==> config.mk <==
export PLATFORM = sky130hd
export DESIGN_NAME = acr_algorithm_clock_reset_control
export DESIGN_NICKNAME = d
export VERILOG_FILES = /design/src/logic/acr_pkg.sv /design/src/logic/acr_algorithm_clock_reset_control.sv /design/src/logic/acr_clock_manager.sv
export SDC_FILE = /design/constraint.sdc
export NUM_CORES = 1
export LEC_CHECK = 0
export BUFFER_PORTS_ARGS = -buffer_cell sky130_fd_sc_hd__buf_2
export CORE_MARGIN = 1.5
export CORE_UTILIZATION = 30
export DETAILED_ROUTE_END_ITERATION = 10
export PLACE_DENSITY_LB_ADDON = 0.3
export SYNTH_ARGS = -nofsm -noshare
export SYNTH_HDL_FRONTEND = slang
export SYNTH_SLANG_ARGS = --single-unit
==> constraint.sdc <==
create_clock -name ref_clk -period 2.4 [get_ports ref_clk]
set_clock_uncertainty 0.05 [all_clocks]
set_input_delay 0 -clock ref_clk [delete_from_list [all_inputs] [get_ports ref_clk]]
set_output_delay 0 -clock ref_clk [all_outputs]
set_load 0.02 [all_outputs]
==> src/logic/acr_pkg.sv <==
package acr_pkg;

  // ----------------------------------------------------------------
  // register map
  // ----------------------------------------------------------------
  localparam int              DATA_W            = 32;
  localparam int              ADDR_W            = 8;
  localparam logic [7:0]      CTRL_OFF          = 8'h00;
  localparam logic [7:0]      STATUS_OFF        = 8'h04;
  localparam logic [7:0]      RATE_OFF          = 8'h08;
  localparam int              CTRL_START_BIT    = 0;
  localparam int              CTRL_DONE_CLR_BIT = 1;
  localparam logic [31:0]     REG_RESET         = 32'h0000_0000;

  // ----------------------------------------------------------------
  // timing
  // ----------------------------------------------------------------
  localparam int              REF_PERIOD_NS     = 20;
  localparam int              CORE_MHZ          = 200;
  localparam int              ALG_RST_CYCLES    = 4;
  localparam logic [2:0]      ALG_RST_LAST      = 3'(ALG_RST_CYCLES - 1);
  localparam int              LOCK_CYCLES_DEF   = 64;

  // ----------------------------------------------------------------
  // types
  // ----------------------------------------------------------------
  typedef enum logic [1:0] {ST_HOLD, ST_PULSE, ST_RUN, ST_IDLE} acr_state_type;

  typedef struct packed {
    logic started;
    logic done;
    logic coreRst;
    logic locked;
    logic algRst;
    logic running;
  } acr_status_type;

  localparam int              STATUS_W          = 6;

  // core cycles per algorithm cycle for a build-time rate
  function automatic int div_ratio(input int mhz);
    return CORE_MHZ / mhz;
  endfunction

endpackage

==> src/logic/acr_algorithm_clock_reset_control.sv <==
// The placing of the registers and the strobed register port were left to the implementer.
`timescale 1ns/1ps
module acr_algorithm_clock_reset_control #(
  parameter int RATE_MHZ    = 200,
  parameter int LOCK_CYCLES = acr_pkg::LOCK_CYCLES_DEF
) (
  // clock and reset
  input  wire logic                          ref_clk,
  input  wire logic                          rst,
  // system port reset pin
  input  wire logic                          portResetIn,
  // register port
  input  wire logic [acr_pkg::ADDR_W-1:0]    regAddr,
  input  wire logic [acr_pkg::DATA_W-1:0]    regWdata,
  input  wire logic                          regWrite,
  input  wire logic                          regRead,
  output logic      [acr_pkg::DATA_W-1:0]    regRdata,
  // algorithm side
  input  wire logic                          algDone,
  output logic                               algClkEnable,
  output logic                               algEdge,
  output logic                               algRst,
  // chip resets
  output logic                               fullRst,
  output logic                               coreRst
);

  localparam int DIV = acr_pkg::div_ratio(RATE_MHZ);

  // ----------------------------------------------------------------
  // build-time rate check
  // ----------------------------------------------------------------
  if (RATE_MHZ != 50 && RATE_MHZ != 66 && RATE_MHZ != 100
      && RATE_MHZ != 200) begin : g_bad_rate
    $error("acr: rate must be 50, 66, 100 or 200");
  end

  logic                  locked;
  logic                  undivTick;
  logic                  divTick;
  logic                  tick;
  logic                  portRstMeta;
  logic                  portRstSync;
  logic                  coreRstMeta;
  logic                  next_fullRst;
  acr_pkg::acr_state_type state;
  acr_pkg::acr_state_type next_state;
  logic [2:0]            pulseCnt;
  logic [2:0]            next_pulseCnt;
  logic                  next_algRst;
  logic                  next_algClkEnable;
  logic                  next_algEdge;
  logic                  startPend;
  logic                  next_startPend;
  logic                  doneFlag;
  logic                  next_doneFlag;
  logic                  started;
  logic                  next_started;
  logic [acr_pkg::DATA_W-1:0] next_regRdata;
  logic                  startWr;
  logic                  doneClrWr;
  acr_pkg::acr_status_type status;

  // ----------------------------------------------------------------
  // clock manager
  // ----------------------------------------------------------------
  acr_clock_manager #(
    .DIV_RATIO   (DIV),
    .LOCK_CYCLES (LOCK_CYCLES)
  ) u_manager (
    .ref_clk     (ref_clk),
    .portResetIn (portResetIn),
    .locked      (locked),
    .undivTick   (undivTick),
    .divTick     (divTick)
  );

  // at 200 the undivided output is the algorithm clock
  assign tick = (RATE_MHZ == acr_pkg::CORE_MHZ) ? undivTick : divTick;

  // ----------------------------------------------------------------
  // reset chain
  // ----------------------------------------------------------------
  always_comb begin
    next_fullRst = portRstSync | ~locked;
  end

  always_ff @(posedge ref_clk) begin
    if (rst) begin
      portRstMeta <= 1'b1;
      portRstSync <= 1'b1;
      fullRst     <= 1'b1;
      coreRstMeta <= 1'b1;
      coreRst     <= 1'b1;
    end else begin
      portRstMeta <= portResetIn;
      portRstSync <= portRstMeta;
      fullRst     <= next_fullRst;
      coreRstMeta <= fullRst;
      coreRst     <= coreRstMeta;
    end
  end

  // ----------------------------------------------------------------
  // register port decode
  // ----------------------------------------------------------------
  assign startWr   = regWrite && regAddr == acr_pkg::CTRL_OFF
                     && regWdata[acr_pkg::CTRL_START_BIT];
  assign doneClrWr = regWrite && regAddr == acr_pkg::CTRL_OFF
                     && regWdata[acr_pkg::CTRL_DONE_CLR_BIT];

  always_comb begin
    status.started = started;
    status.done    = doneFlag;
    status.coreRst = coreRst;
    status.locked  = locked;
    status.algRst  = algRst;
    status.running = (state == acr_pkg::ST_RUN) || (state == acr_pkg::ST_PULSE);
    next_regRdata  = acr_pkg::REG_RESET;
    if (regRead) begin
      case (regAddr)
        acr_pkg::CTRL_OFF: begin
          next_regRdata = acr_pkg::REG_RESET; // start is self clearing
        end
        acr_pkg::STATUS_OFF: begin
          next_regRdata = {(acr_pkg::DATA_W - acr_pkg::STATUS_W)'(0), status};
        end
        acr_pkg::RATE_OFF: begin
          next_regRdata = (acr_pkg::DATA_W)'(RATE_MHZ);
        end
        default: begin
          next_regRdata = acr_pkg::REG_RESET;
        end
      endcase
    end
  end

  // ----------------------------------------------------------------
  // algorithm controller
  // ----------------------------------------------------------------
  // outside core reset, algRst and algClkEnable move only on a tick (algEdge drops the cycle after),
  // so a slow algorithm clock never sees a change between its own edges
  always_comb begin
    next_state        = state;
    next_pulseCnt     = pulseCnt;
    next_algRst       = algRst;
    next_algClkEnable = algClkEnable;
    next_startPend    = startPend;
    next_doneFlag     = doneFlag;
    next_started      = started;
    // a start waits for the next algorithm edge
    if (tick && startPend) begin
      next_startPend = 1'b0;
    end
    if (startWr) begin
      next_startPend = 1'b1; // set wins over consume
    end
    if (doneClrWr) begin
      next_doneFlag = 1'b0;
    end
    if (tick) begin
      case (state)
        acr_pkg::ST_HOLD, acr_pkg::ST_IDLE, acr_pkg::ST_RUN: begin
          if (startPend) begin
            next_state        = acr_pkg::ST_PULSE;
            next_pulseCnt     = 3'h0;
            next_algRst       = 1'b1;
            next_algClkEnable = 1'b1;
            next_started      = 1'b1;
          end else if (state == acr_pkg::ST_RUN && algDone) begin
            next_state        = acr_pkg::ST_IDLE;
            next_algClkEnable = 1'b0;
            next_algRst       = 1'b0;
            next_doneFlag     = 1'b1; // set wins over clear
          end
        end
        acr_pkg::ST_PULSE: begin
          next_pulseCnt = pulseCnt + 3'h1;
          if (pulseCnt == acr_pkg::ALG_RST_LAST) begin
            next_state  = acr_pkg::ST_RUN;
            next_algRst = 1'b0;
          end
        end
        default: begin
          next_state = acr_pkg::ST_HOLD;
        end
      endcase
    end
    next_algEdge = tick && next_algClkEnable;
    if (coreRst) begin
      next_state        = acr_pkg::ST_HOLD;
      next_pulseCnt     = 3'h0;
      next_algRst       = 1'b1;
      next_algClkEnable = 1'b0;
      next_algEdge      = 1'b0;
      next_startPend    = 1'b0;
      next_doneFlag     = 1'b0;
      next_started      = 1'b0;
    end
  end

  always_ff @(posedge ref_clk) begin
    if (rst) begin
      state        <= acr_pkg::ST_HOLD;
      pulseCnt     <= 3'h0;
      algRst       <= 1'b1;
      algClkEnable <= 1'b0;
      algEdge      <= 1'b0;
      startPend    <= 1'b0;
      doneFlag     <= 1'b0;
      started      <= 1'b0;
      regRdata     <= acr_pkg::REG_RESET;
    end else begin
      state        <= next_state;
      pulseCnt     <= next_pulseCnt;
      algRst       <= next_algRst;
      algClkEnable <= next_algClkEnable;
      algEdge      <= next_algEdge;
      startPend    <= next_startPend;
      doneFlag     <= next_doneFlag;
      started      <= next_started;
      regRdata     <= next_regRdata;
    end
  end

  // ----------------------------------------------------------------
  // checks
  // ----------------------------------------------------------------
  logic [2:0] sinceTick;
  logic       seenTick;

  always_ff @(posedge ref_clk) begin
    if (rst || !locked) begin
      sinceTick <= 3'h0;
      seenTick  <= 1'b0;
    end else if (tick) begin
      sinceTick <= 3'h0;
      seenTick  <= 1'b1;
    end else begin
      sinceTick <= sinceTick + 3'h1;
    end
  end
endmodule

==> src/logic/acr_clock_manager.sv <==
`timescale 1ns/1ps
module acr_clock_manager #(
  parameter int DIV_RATIO   = 1,
  parameter int LOCK_CYCLES = acr_pkg::LOCK_CYCLES_DEF
) (
  // clock and asynchronous manager reset
  input  wire logic ref_clk,
  input  wire logic portResetIn,
  // lock and phase ticks
  output logic      locked,
  output logic      undivTick,
  output logic      divTick
);

  localparam int LW = $clog2(LOCK_CYCLES + 1);
  localparam int DW = $clog2(DIV_RATIO + 1);

  if (DIV_RATIO < 1 || DIV_RATIO > 4 || LOCK_CYCLES < 2) begin : g_bad
    $error("acr_clock_manager: unsupported parameters");
  end

  logic [LW-1:0] lockCnt;
  logic [LW-1:0] next_lockCnt;
  logic [DW-1:0] divCnt;
  logic [DW-1:0] next_divCnt;
  logic          next_locked;
  logic          next_divTick;
  logic          next_undivTick;

  // ----------------------------------------------------------------
  // lock model and divider
  // ----------------------------------------------------------------
  always_comb begin
    next_lockCnt   = lockCnt;
    next_locked    = locked;
    if (!locked) begin
      next_lockCnt = lockCnt + 1'b1;
      next_locked  = (lockCnt == LW'(LOCK_CYCLES - 1));
    end
    // divider starts at the lock, so every divided edge is an undivided edge
    if (!locked || divCnt == DW'(DIV_RATIO - 1)) begin
      next_divCnt = '0;
    end else begin
      next_divCnt = divCnt + 1'b1;
    end
    next_divTick   = locked && (next_divCnt == '0);
    next_undivTick = locked;
  end

  // the pin reset acts without the clock
  always_ff @(posedge ref_clk or posedge portResetIn) begin
    if (portResetIn) begin
      lockCnt   <= '0;
      locked    <= 1'b0;
      divCnt    <= '0;
      divTick   <= 1'b0;
      undivTick <= 1'b0;
    end else begin
      lockCnt   <= next_lockCnt;
      locked    <= next_locked;
      divCnt    <= next_divCnt;
      divTick   <= next_divTick;
      undivTick <= next_undivTick;
    end
  end

endmodule

==> results.py, run 1 <==
metrics = {
    "final_layout": {
        "fin_area_sq_um": 1720,
        "antenna_cells": 0,
        "seqCellArea_sq_um": 686,
        "finalNetCount": 233,
        "drive_above_1_share_pct": 24.0,
        "area_delta_synth_final_pct": 19.3,
        "nFillCells": 493,
        "fin_util_pct": 36.7,
        "multi_input_area_sq_um": 621,
    },
    "flow_run": {
        "drv_cap": 0,
    },
    "place": {
        "dp_slack_ns": 1.04,
        "gp_congestion": 0.750,
        "dp_hpwl_um": 1670,
        "io_buffers": 28,
        "placed_area_sq_um": 1540,
    },
    "critical_path": {
        "crit_end": "regRdata[3]",
        "reg2reg_to": "startPend",
        "critical_path.max_fanout": 4,
        "r2r_cells": 3,
        "arrival_ns": 2.04,
        "r2r_start": "coreRst",
        "path_class": "input port to flop",
        "cp.required_ns": 2.58,
        "endpoint_kind": "flop",
        "worst-r2r-setup-slack_ns": 0.81,
        "worstSetupStartpointType": "input port",
        "crit_start": "regAddr[2]",
    },
    "synth": {
        "synth_top_area_share_pct": 31.9,
        "ys_warn_count": 0,
        "synth.distinct_cells": 37,
        "ys_seq_area_share_pct": 47.5,
        "syn_area_per_cell_sq_um": 10.2,
        "synth_area_leaders": "dfxtp_1, dfrtp_1, buf_4",
        "netlist_instances": 142,
        "ys_seq_elements": 32,
        "synth_area_sq_um": 1440,
        "yosys.area.top_type": "dfxtp_1",
    },
    "clock_tree": {
        "clk_pin_slew_ns": 0.06,
        "worstSkewPairLatency_ns": 0.28,
        "cts_max_path_buffers": 2,
        "cts_sinks": 32,
        "cts_tree": "done",
        "numCtsBuffers": 5,
        "root_buffer": "clkbuf_8",
        "cts_setup_buffers": 0,
        "cts_resized": 0,
        "holdBufCountCts": 9,
        "h-tree-depth": 2,
    },
    "timing": {
        "fin_crit_ns": 1.86,
        "fin_tns_setup_ns": 0,
        "setup_slack_ns": 0.538,
        "max_freq_mhz": 537,
        "holdWs_ns": 0.0318,
        "rsz0062_at_grt": "false",
        "finalHoldViolCount": 0,
        "layout_worst_path_cycle_share_pct": 77.6,
        "finalMaxSlewViolations": 0,
        "finalSetupViolations": 0,
    },
    "routing": {
        "dr.pass1.iters": 4,
        "via_per_inst": 4.13,
        "wl_per_cell_um": 9.68,
        "vias": 978,
        "drt_wl_total_um": 2300,
        "drtAntennaViolNets": 0,
        "drt_iter0_drc": 19,
        "drcViolationCount": 0,
    },
    "global_route": {
        "antenna_found_initial": 0,
        "grt_pass1_wl_um": 3790,
        "gr-usage-all-layers_pct": 9.66,
        "grt_max_degree": 11,
        "overflow": 0,
        "grt_pass1_vias": 850,
    },
    "power": {
        "power.net_switching_mw": 0.241,
        "ir_drop_mv": 0.327,
        "leakagePower_nw": 0.775,
        "seq_power_share_pct": 52.3,
        "p_comb_share_pct": 6.7,
        "clockPowerShare_pct": 41.1,
        "p_sw_share_pct": 23.5,
        "p_per_area_nw_per_um2": 594,
        "intPower_mw": 0.783,
    },
    "floorplan": {
        "die_area_sq_um": 5240,
        "fp.dieH_um": 72.4,
        "coreArea_sq_um": 4690,
        "std_cell_rows": 25,
        "die_x_um": 72.4,
        "ioPinCount": 83,
        "initial_utilization_pct": 30.8,
    },
    "hold_path": {
        "hp-start": "regWdata[1]",
        "worstHoldPathType": "input port to flop",
    },
    "outcome": {
        "status": "finished, final reports clean",
    },
}
==> per-layer routing <==
layer / routed length [um] / part of all wire [%] / global-route usage (%)
met1: 1060 / 46 / 12.1
met5: 0 / 0 / 0
met2: 1020 / 44 / 14.0
met4: 61 / 2.7 / 6.29
met3: 154 / 6.7 / 3.47
==> cell families (layout without fill, tap and decap cells) <==
| kind of cell | after synthesis | in the layout | share of synthesized area [%] |
|---|---|---|---|
| AO/OA/AOI/OAI | 17 | 17 | 8.23 |
| XOR/XNOR | 6 | 6 | 3.64 |
| adder cells (fa/ha/maj) | 5 | 5 | 4.33 |
| buffers and inverters | 34 | 52 | 15.5 |
| flip-flops | 32 | 32 | 47.5 |
| multiplexers | 1 | 1 | 0.780 |
| other | 1 | 24 | 0.260 |
| AND/OR/NAND/NOR | 46 | 46 | 19.8 |
==> registers in the layout (all words and copies together), names as in the netlist, 2 cells and up <==
name and cells:
pulseCnt 3, u_manager.lockCnt 7, state 2, regRdata 7
==> layout by cell type, fill, tap and decap left out, drive strengths merged, types with 6 or more instances in the layout <==
cell type and n:
buf 28, conb 24, dfxtp 23, dlygate4sd3 9, dfrtp 9, inv 7, nor2 7, nand2 7
a21oi 6, clkbuf 6
==> power groups by stage <==
stage          clock network [mW]  registers [mW]  logic, mW
2_1_floorplan                   0           0.547     0.0714
3_3_place_gp                    0           0.547     0.0603
5_1_grt                     0.468           0.535     0.0752
4_1_cts                     0.441           0.535     0.0678
3_5_place_dp                    0           0.547     0.0601
6_report                    0.420           0.535     0.0683
==> cell usage after synthesis <==
library cell  instances
buf_4                25
dfxtp_1              23
dfrtp_1               9
inv_1                 7
nand2_1               7
nor2_1                7
a21oi_1               6
and2_1                5
ha_1                  5
xnor2_1               5
nand2b_1              4
nand3b_1              4
or2_2                 4
nand3_1               3
nand4_1               3
buf_2                 2
nor2b_1               2
o21ai_1               2
a211o_1               1
a211oi_2              1
a21o_1                1
a31oi_1               1
a32oi_1               1
and2b_1               1
and3_1                1
conb_1                1
mux2_2                1
nand4b_1              1
nand4b_2              1
nor4_4                1
nor4bb_1              1
o21a_1                1
o21bai_1              1
o221a_1               1
o32ai_1               1
or2_1                 1
xor2_1                1
==> cell type report <==
class | instances | area share, %
multi-input combinational | 99 | 36.0
tap | 54 | 3.92
clock buffer | 6 | 4.79
inverter | 7 | 1.53
clock inverter | 2 | 0.581
timing repair buffer | 37 | 13.4
sequential | 32 | 39.8
==> worst max-delay path, stage by stage <==
cell	delay, ns
dlygate4sd3_1	0.54
buf_2	0.14
nand2b_1	0.13
dlygate4sd3_1	0.57
a21oi_1	0.12
dlygate4sd3_1	0.54
==> metrics by stage <==
| step | power (mW) | std cells |
|---|---|---|
| 4_1_cts | 1.04 | 237 |
| 2_1_floorplan | 0.618 | 165 |
| 6_report | 1.02 | 237 |
| 3_5_place_dp | 0.607 | 220 |
| 3_3_place_gp | 0.607 | 220 |
| 5_1_grt | 1.08 | 237 |
==> worst min-delay path by stage <==
stage | to | slack [ns] | cells after the start
after global routing | doneFlag | 0.07 | 3
after global placement | u_manager.lockCnt[0] | -0.06 | 2
after CTS | doneFlag | 0.02 | 3
final | doneFlag | 0.03 | 3
after detailed placement | u_manager.locked | -0.05 | 2
after floorplan | u_manager.lockCnt[0] | -0.22 | 1
Power figures use the tool's default switching activity.
==> run 2: changes to the inputs <==
- clock period: 2.4 -> 1.6 ns (I/O delays scaled with it)
==> results.py, run 2 (synthesis results as in run 1) <==
metrics = {
    "floorplan": {
        "initial_utilization_pct": 30.8,
        "std_cell_rows": 25,
        "die_x_um": 72.4,
        "coreArea_sq_um": 4690,
        "die_area_sq_um": 5240,
        "ioPinCount": 83,
        "fp.dieH_um": 72.4,
    },
    "final_layout": {
        "finalNetCount": 233,
        "mostFrequentLayoutCell": "buf_2",
        "area_delta_synth_final_pct": 19.3,
        "mostFrequentLayoutCells": "buf_2, conb_1, dfxtp_1, dlygate4sd3_1, dfrtp_1",
        "top_regs": "regRdata (7), u_manager.lockCnt (7), pulseCnt (3)",
        "fin_cells": 237,
        "drive_above_1_share_pct": 24.0,
        "antenna_cells": 0,
    },
    "clock_tree": {
        "clk_pin_slew_ns": 0.06,
        "cts_tree": "done",
        "cts_setup_buffers": 0,
        "cts_max_path_buffers": 2,
        "root_buffer": "clkbuf_8",
        "h-tree-depth": 2,
        "cts_sinks": 32,
        "numCtsBuffers": 5,
        "worstSkewPairLatency_ns": 0.28,
    },
    "critical_path": {
        "crit_end": "regRdata[3]",
        "crit_slowest_cell": "dlygate4sd3_1",
        "crit_start": "rst",
        "arrival_ns": 1.55,
        "crit_family": "buffers and inverters",
        "path_cells": "dlygate4sd3_1 -> buf_2 -> nand4b_1 -> dlygate4sd3_1 -> a21oi_1",
        "crit_buf_inv": 3,
        "cpMostUsedCell": "dlygate4sd3_1",
        "cp.required_ns": 1.77,
        "reg2reg_to": "doneFlag",
        "cp.depth": 5,
        "r2r_cells": 5,
        "slowest_delay_ns": 0.57,
        "worst-r2r-setup-slack_ns": 0.23,
        "path_class": "input port to flop",
        "worstSetupStartpointType": "input port",
        "critical_path.max_fanout": 9,
        "r2r_start": "state[1]",
        "endpoint_kind": "flop",
    },
    "routing": {
        "drt_wl_total_um": 2290,
        "wl_per_cell_um": 9.64,
        "dr.pass1.iters": 4,
        "via_per_inst": 4.12,
        "drcViolationCount": 0,
        "drt_iter0_drc": 23,
        "vias": 977,
        "drtAntennaViolNets": 0,
    },
    "global_route": {
        "grt_max_degree": 11,
        "antenna_found_initial": 0,
        "grt_pass1_wl_um": 3770,
        "gr-usage-all-layers_pct": 9.60,
        "grt_pass1_vias": 846,
        "overflow": 0,
    },
    "timing": {
        "fin_crit_ns": 1.38,
        "finalHoldViolCount": 0,
        "layout_worst_path_cycle_share_pct": 86.4,
        "setup_slack_ns": 0.218,
        "finalMaxSlewViolations": 0,
        "rsz0062_at_grt": "false",
        "fin_tns_setup_ns": 0,
        "finalSetupViolations": 0,
        "max_freq_mhz": 723,
    },
    "place": {
        "gp_congestion": 0.750,
        "dp.cells": 220,
        "dp_hpwl_um": 1670,
        "dp_slack_ns": 0.244,
        "io_buffers": 28,
    },
    "flow_run": {
        "drv_cap": 0,
    },
    "outcome": {
        "status": "finished, final reports clean",
    },
    "hold_path": {
        "worstHoldPathType": "input port to flop",
    },
    "power": {
        "p_comb_share_pct": 6.9,
        "power.net_switching_mw": 0.367,
        "clockPowerShare_pct": 41.1,
        "p_per_area_nw_per_um2": 896,
        "seq_power_share_pct": 52.0,
        "intPower_mw": 1.18,
        "p_sw_share_pct": 23.7,
        "ir_drop_mv": 0.496,
        "leakagePower_nw": 0.764,
    },
}
-- run 2: cell counts in the layout (fill, tap and decap cells not counted) --
Identical to the previous run, type by type.
-- run 2: power groups by stage --
stage          sequential [mW]  combinational, mW  clock [mW]
4_1_cts                  0.803              0.106       0.662
2_1_floorplan            0.820              0.107           0
5_1_grt                  0.802              0.117       0.703
6_report                 0.803              0.106       0.635
3_5_place_dp             0.820             0.0902           0
3_3_place_gp             0.820             0.0905           0
-- run 2: repair_timing --
item                                   CTS  global route
gates resized for setup                  0             0
setup endpoints to repair                0             0
hold buffers                             9             0
endpoints found under the hold margin   17             0
-- run 2: worst min-delay path by stage --
stage,startpoint,endpoint,slack [ns],cells after the start
floorplan,portResetIn,u_manager.lockCnt[0],-0.22,1
global placement,portResetIn,u_manager.lockCnt[0],-0.06,2
detailed placement,portResetIn,u_manager.locked,-0.05,2
CTS,regWdata[1],doneFlag,0.02,3
global route,regWdata[1],doneFlag,0.07,3
finish,regAddr[4],startPend,0.03,4
-- run 2: final cells by class --
class,instances,area [sq um]
Sequential cell,32,686
Clock inverter,2,10.0
Fill cell,489,2970
Clock buffer,6,82.6
Inverter,7,26.3
Timing Repair Buffer,37,230
Tap cell,54,67.6
Multi-Input combinational cell,99,621
-- run 2: worst min-delay path: stages --
cell and delay, ns:
buf_2 0.07, nor2_1 0.05, nand4_1 0.11, o32ai_1 0.08
-- run 2: metrics by stage --
step / instance area, sq um / util (%) / power [mW] / hold WS, ns
finish: 1720 / 36.7 / 1.54 / 0.0287
global route: 1720 / 36.7 / 1.62 / 0.0703
CTS: 1720 / 36.7 / 1.57 / 0.0233
detailed placement: 1540 / 32.8 / 0.910 / -0.0542
global placement: 1540 / 32.8 / 0.910 / -0.0577
floorplan: 1530 / - / 0.927 / -0.222
-- run 2: per-layer routing --
layer	vias up	routed length, um	GRT usage [%]
met5	-	0	0
met4	0	61	6.29
met3	7	145	3.33
met2	31	1020	14.1
met1	435	1060	11.9
li1	504	-	-
==> run 3: changes to the inputs <==
- RECOVER_POWER: default -> 50
==> results.py, run 3 (synthesis results as in run 1) <==
metrics = {
    "power": {
        "ir_drop_mv": 0.496,
        "p_per_area_nw_per_um2": 905,
        "leakagePower_nw": 0.713,
    },
    "timing": {
        "setup_slack_ns": 0.162,
        "layout_worst_path_cycle_share_pct": 89.9,
        "fin_crit_ns": 1.44,
        "finalSetupViolations": 0,
        "fin_tns_setup_ns": 0,
        "finalHoldViolCount": 0,
        "finalMaxSlewViolations": 0,
        "rsz0062_at_grt": "false",
        "max_freq_mhz": 695,
    },
    "final_layout": {
        "finalNetCount": 233,
        "antenna_cells": 0,
        "drive_above_1_share_pct": 16.9,
        "mostFrequentLayoutCells": "conb_1, dfxtp_1, buf_2, clkbuf_1",
        "mostFrequentLayoutCell": "conb_1",
        "fin_area_sq_um": 1710,
        "top_regs": "regRdata (7), u_manager.lockCnt (7), pulseCnt (3)",
        "area_delta_synth_final_pct": 18.2,
    },
    "clock_tree": {
        "clk_pin_slew_ns": 0.06,
        "h-tree-depth": 2,
        "worstSkewPairLatency_ns": 0.28,
        "cts_tree": "done",
        "cts_max_path_buffers": 2,
        "cts_sinks": 32,
        "root_buffer": "clkbuf_8",
        "numCtsBuffers": 5,
        "cts_setup_buffers": 0,
    },
    "routing": {
        "wl_per_cell_um": 9.71,
        "vias": 977,
        "drcViolationCount": 0,
        "via_per_inst": 4.12,
        "drt_wl_total_um": 2300,
        "dr.pass1.iters": 4,
        "drt_iter0_drc": 19,
        "drtAntennaViolNets": 0,
    },
    "floorplan": {
        "coreArea_sq_um": 4690,
        "fp.dieH_um": 72.4,
        "ioPinCount": 83,
        "initial_utilization_pct": 30.8,
        "die_x_um": 72.4,
        "std_cell_rows": 25,
        "die_area_sq_um": 5240,
    },
    "hold_path": {
        "worstHoldPathType": "input port to flop",
    },
    "critical_path": {
        "critical_path.max_fanout": 9,
        "path_cells": "dlygate4sd3_1 -> clkbuf_1 -> nand4b_1 -> dlygate4sd3_1 -> a21oi_1",
        "crit_buf_inv": 3,
        "endpoint_kind": "flop",
        "worstSetupStartpointType": "input port",
        "crit_slowest_cell": "dlygate4sd3_1",
        "arrival_ns": 1.60,
        "cp.required_ns": 1.77,
        "crit_family": "buffers and inverters",
        "path_class": "input port to flop",
        "slowest_delay_ns": 0.57,
        "cpMostUsedCell": "dlygate4sd3_1",
    },
    "global_route": {
        "grt_pass1_vias": 846,
        "grt_max_degree": 11,
        "antenna_found_initial": 0,
        "overflow": 0,
        "grt_pass1_wl_um": 3770,
        "gr-usage-all-layers_pct": 9.60,
    },
    "place": {
        "dp_slack_ns": 0.244,
        "placed_area_sq_um": 1540,
        "gp_congestion": 0.750,
        "dp_hpwl_um": 1670,
        "io_buffers": 28,
    },
    "flow_run": {
        "drv_cap": 0,
    },
    "outcome": {
        "status": "finished, final reports clean",
    },
}
[run 3: changes by cell type in the layout (fill, tap and decap cells not counted), sizes merged]
cell    change
buf        -13
clkbuf     +13
[run 3: worst reg2reg max path, delay by kind of cell, from the launching register on]
family	cells	cell delay, ns
AO/OA/AOI/OAI	2	0.33
adder cells (fa/ha/maj)	1	0.26
buffers and inverters	1	0.06
flip-flops	1	0.33
AND/OR/NAND/NOR	1	0.28
[run 3: path summary, 6_finish.rpt]
kind / start / to / cells after the start / slack, ns
setup reg to reg: state[1] / doneFlag / 5 / 0.23
max in group asynchronous: portResetIn / u_manager.lockCnt[5] / 3 / 1.06
min in group asynchronous: portResetIn / u_manager.locked / 3 / 0.17
hold / removal: regAddr[4] / startPend / 4 / 0.03
setup / recovery: rst / regRdata[3] / 5 / 0.16
hold reg to reg: coreRstMeta / coreRst / 1 / 0.36
[run 3: power breakdown]
part / switching [mW] / leakage, nW / internal (mW)
Sequential: 0.000451 / 0.297 / 0.802
Combinational: 0.0735 / 0.365 / 0.0319
Clock: 0.293 / 0.0510 / 0.343
Total: 0.367 / 0.713 / 1.18
[run 3: area by class of cell]
class,count,area [sq um]
multi-input combinational,99,621
tap,54,67.6
fill,496,2990
clock buffer,6,82.6
clock inverter,2,10.0
inverter,7,26.3
sequential,32,686
timing repair buffer,37,214
[run 3: per-stage QoR]
step	total power, mW	utilization [%]	hold WS, ns	instances
3_5_place_dp	0.910	32.8	-0.0542	220
5_1_grt	1.62	36.4	0.0703	237
2_1_floorplan	0.927	-	-0.222	165
4_1_cts	1.57	36.7	0.0233	237
3_3_place_gp	0.910	32.8	-0.0577	220
6_report	1.54	36.4	0.0287	237
[run 3: per-layer routing]
| layer | vias up | wire (um) | global-route usage, % |
|---|---|---|---|
| li1 | 504 | - | - |
| met1 | 435 | 1070 | 11.9 |
| met2 | 31 | 1020 | 14.1 |
| met3 | 7 | 150 | 3.33 |
| met4 | 0 | 61 | 6.29 |
| met5 | - | 0 | 0 |
[run 3: repair_timing]
| action | CTS | global route |
|---|---|---|
| hold endpoints to repair | 17 | 0 |
| resized for setup | 0 | 0 |
| hold buffers | 9 | 0 |
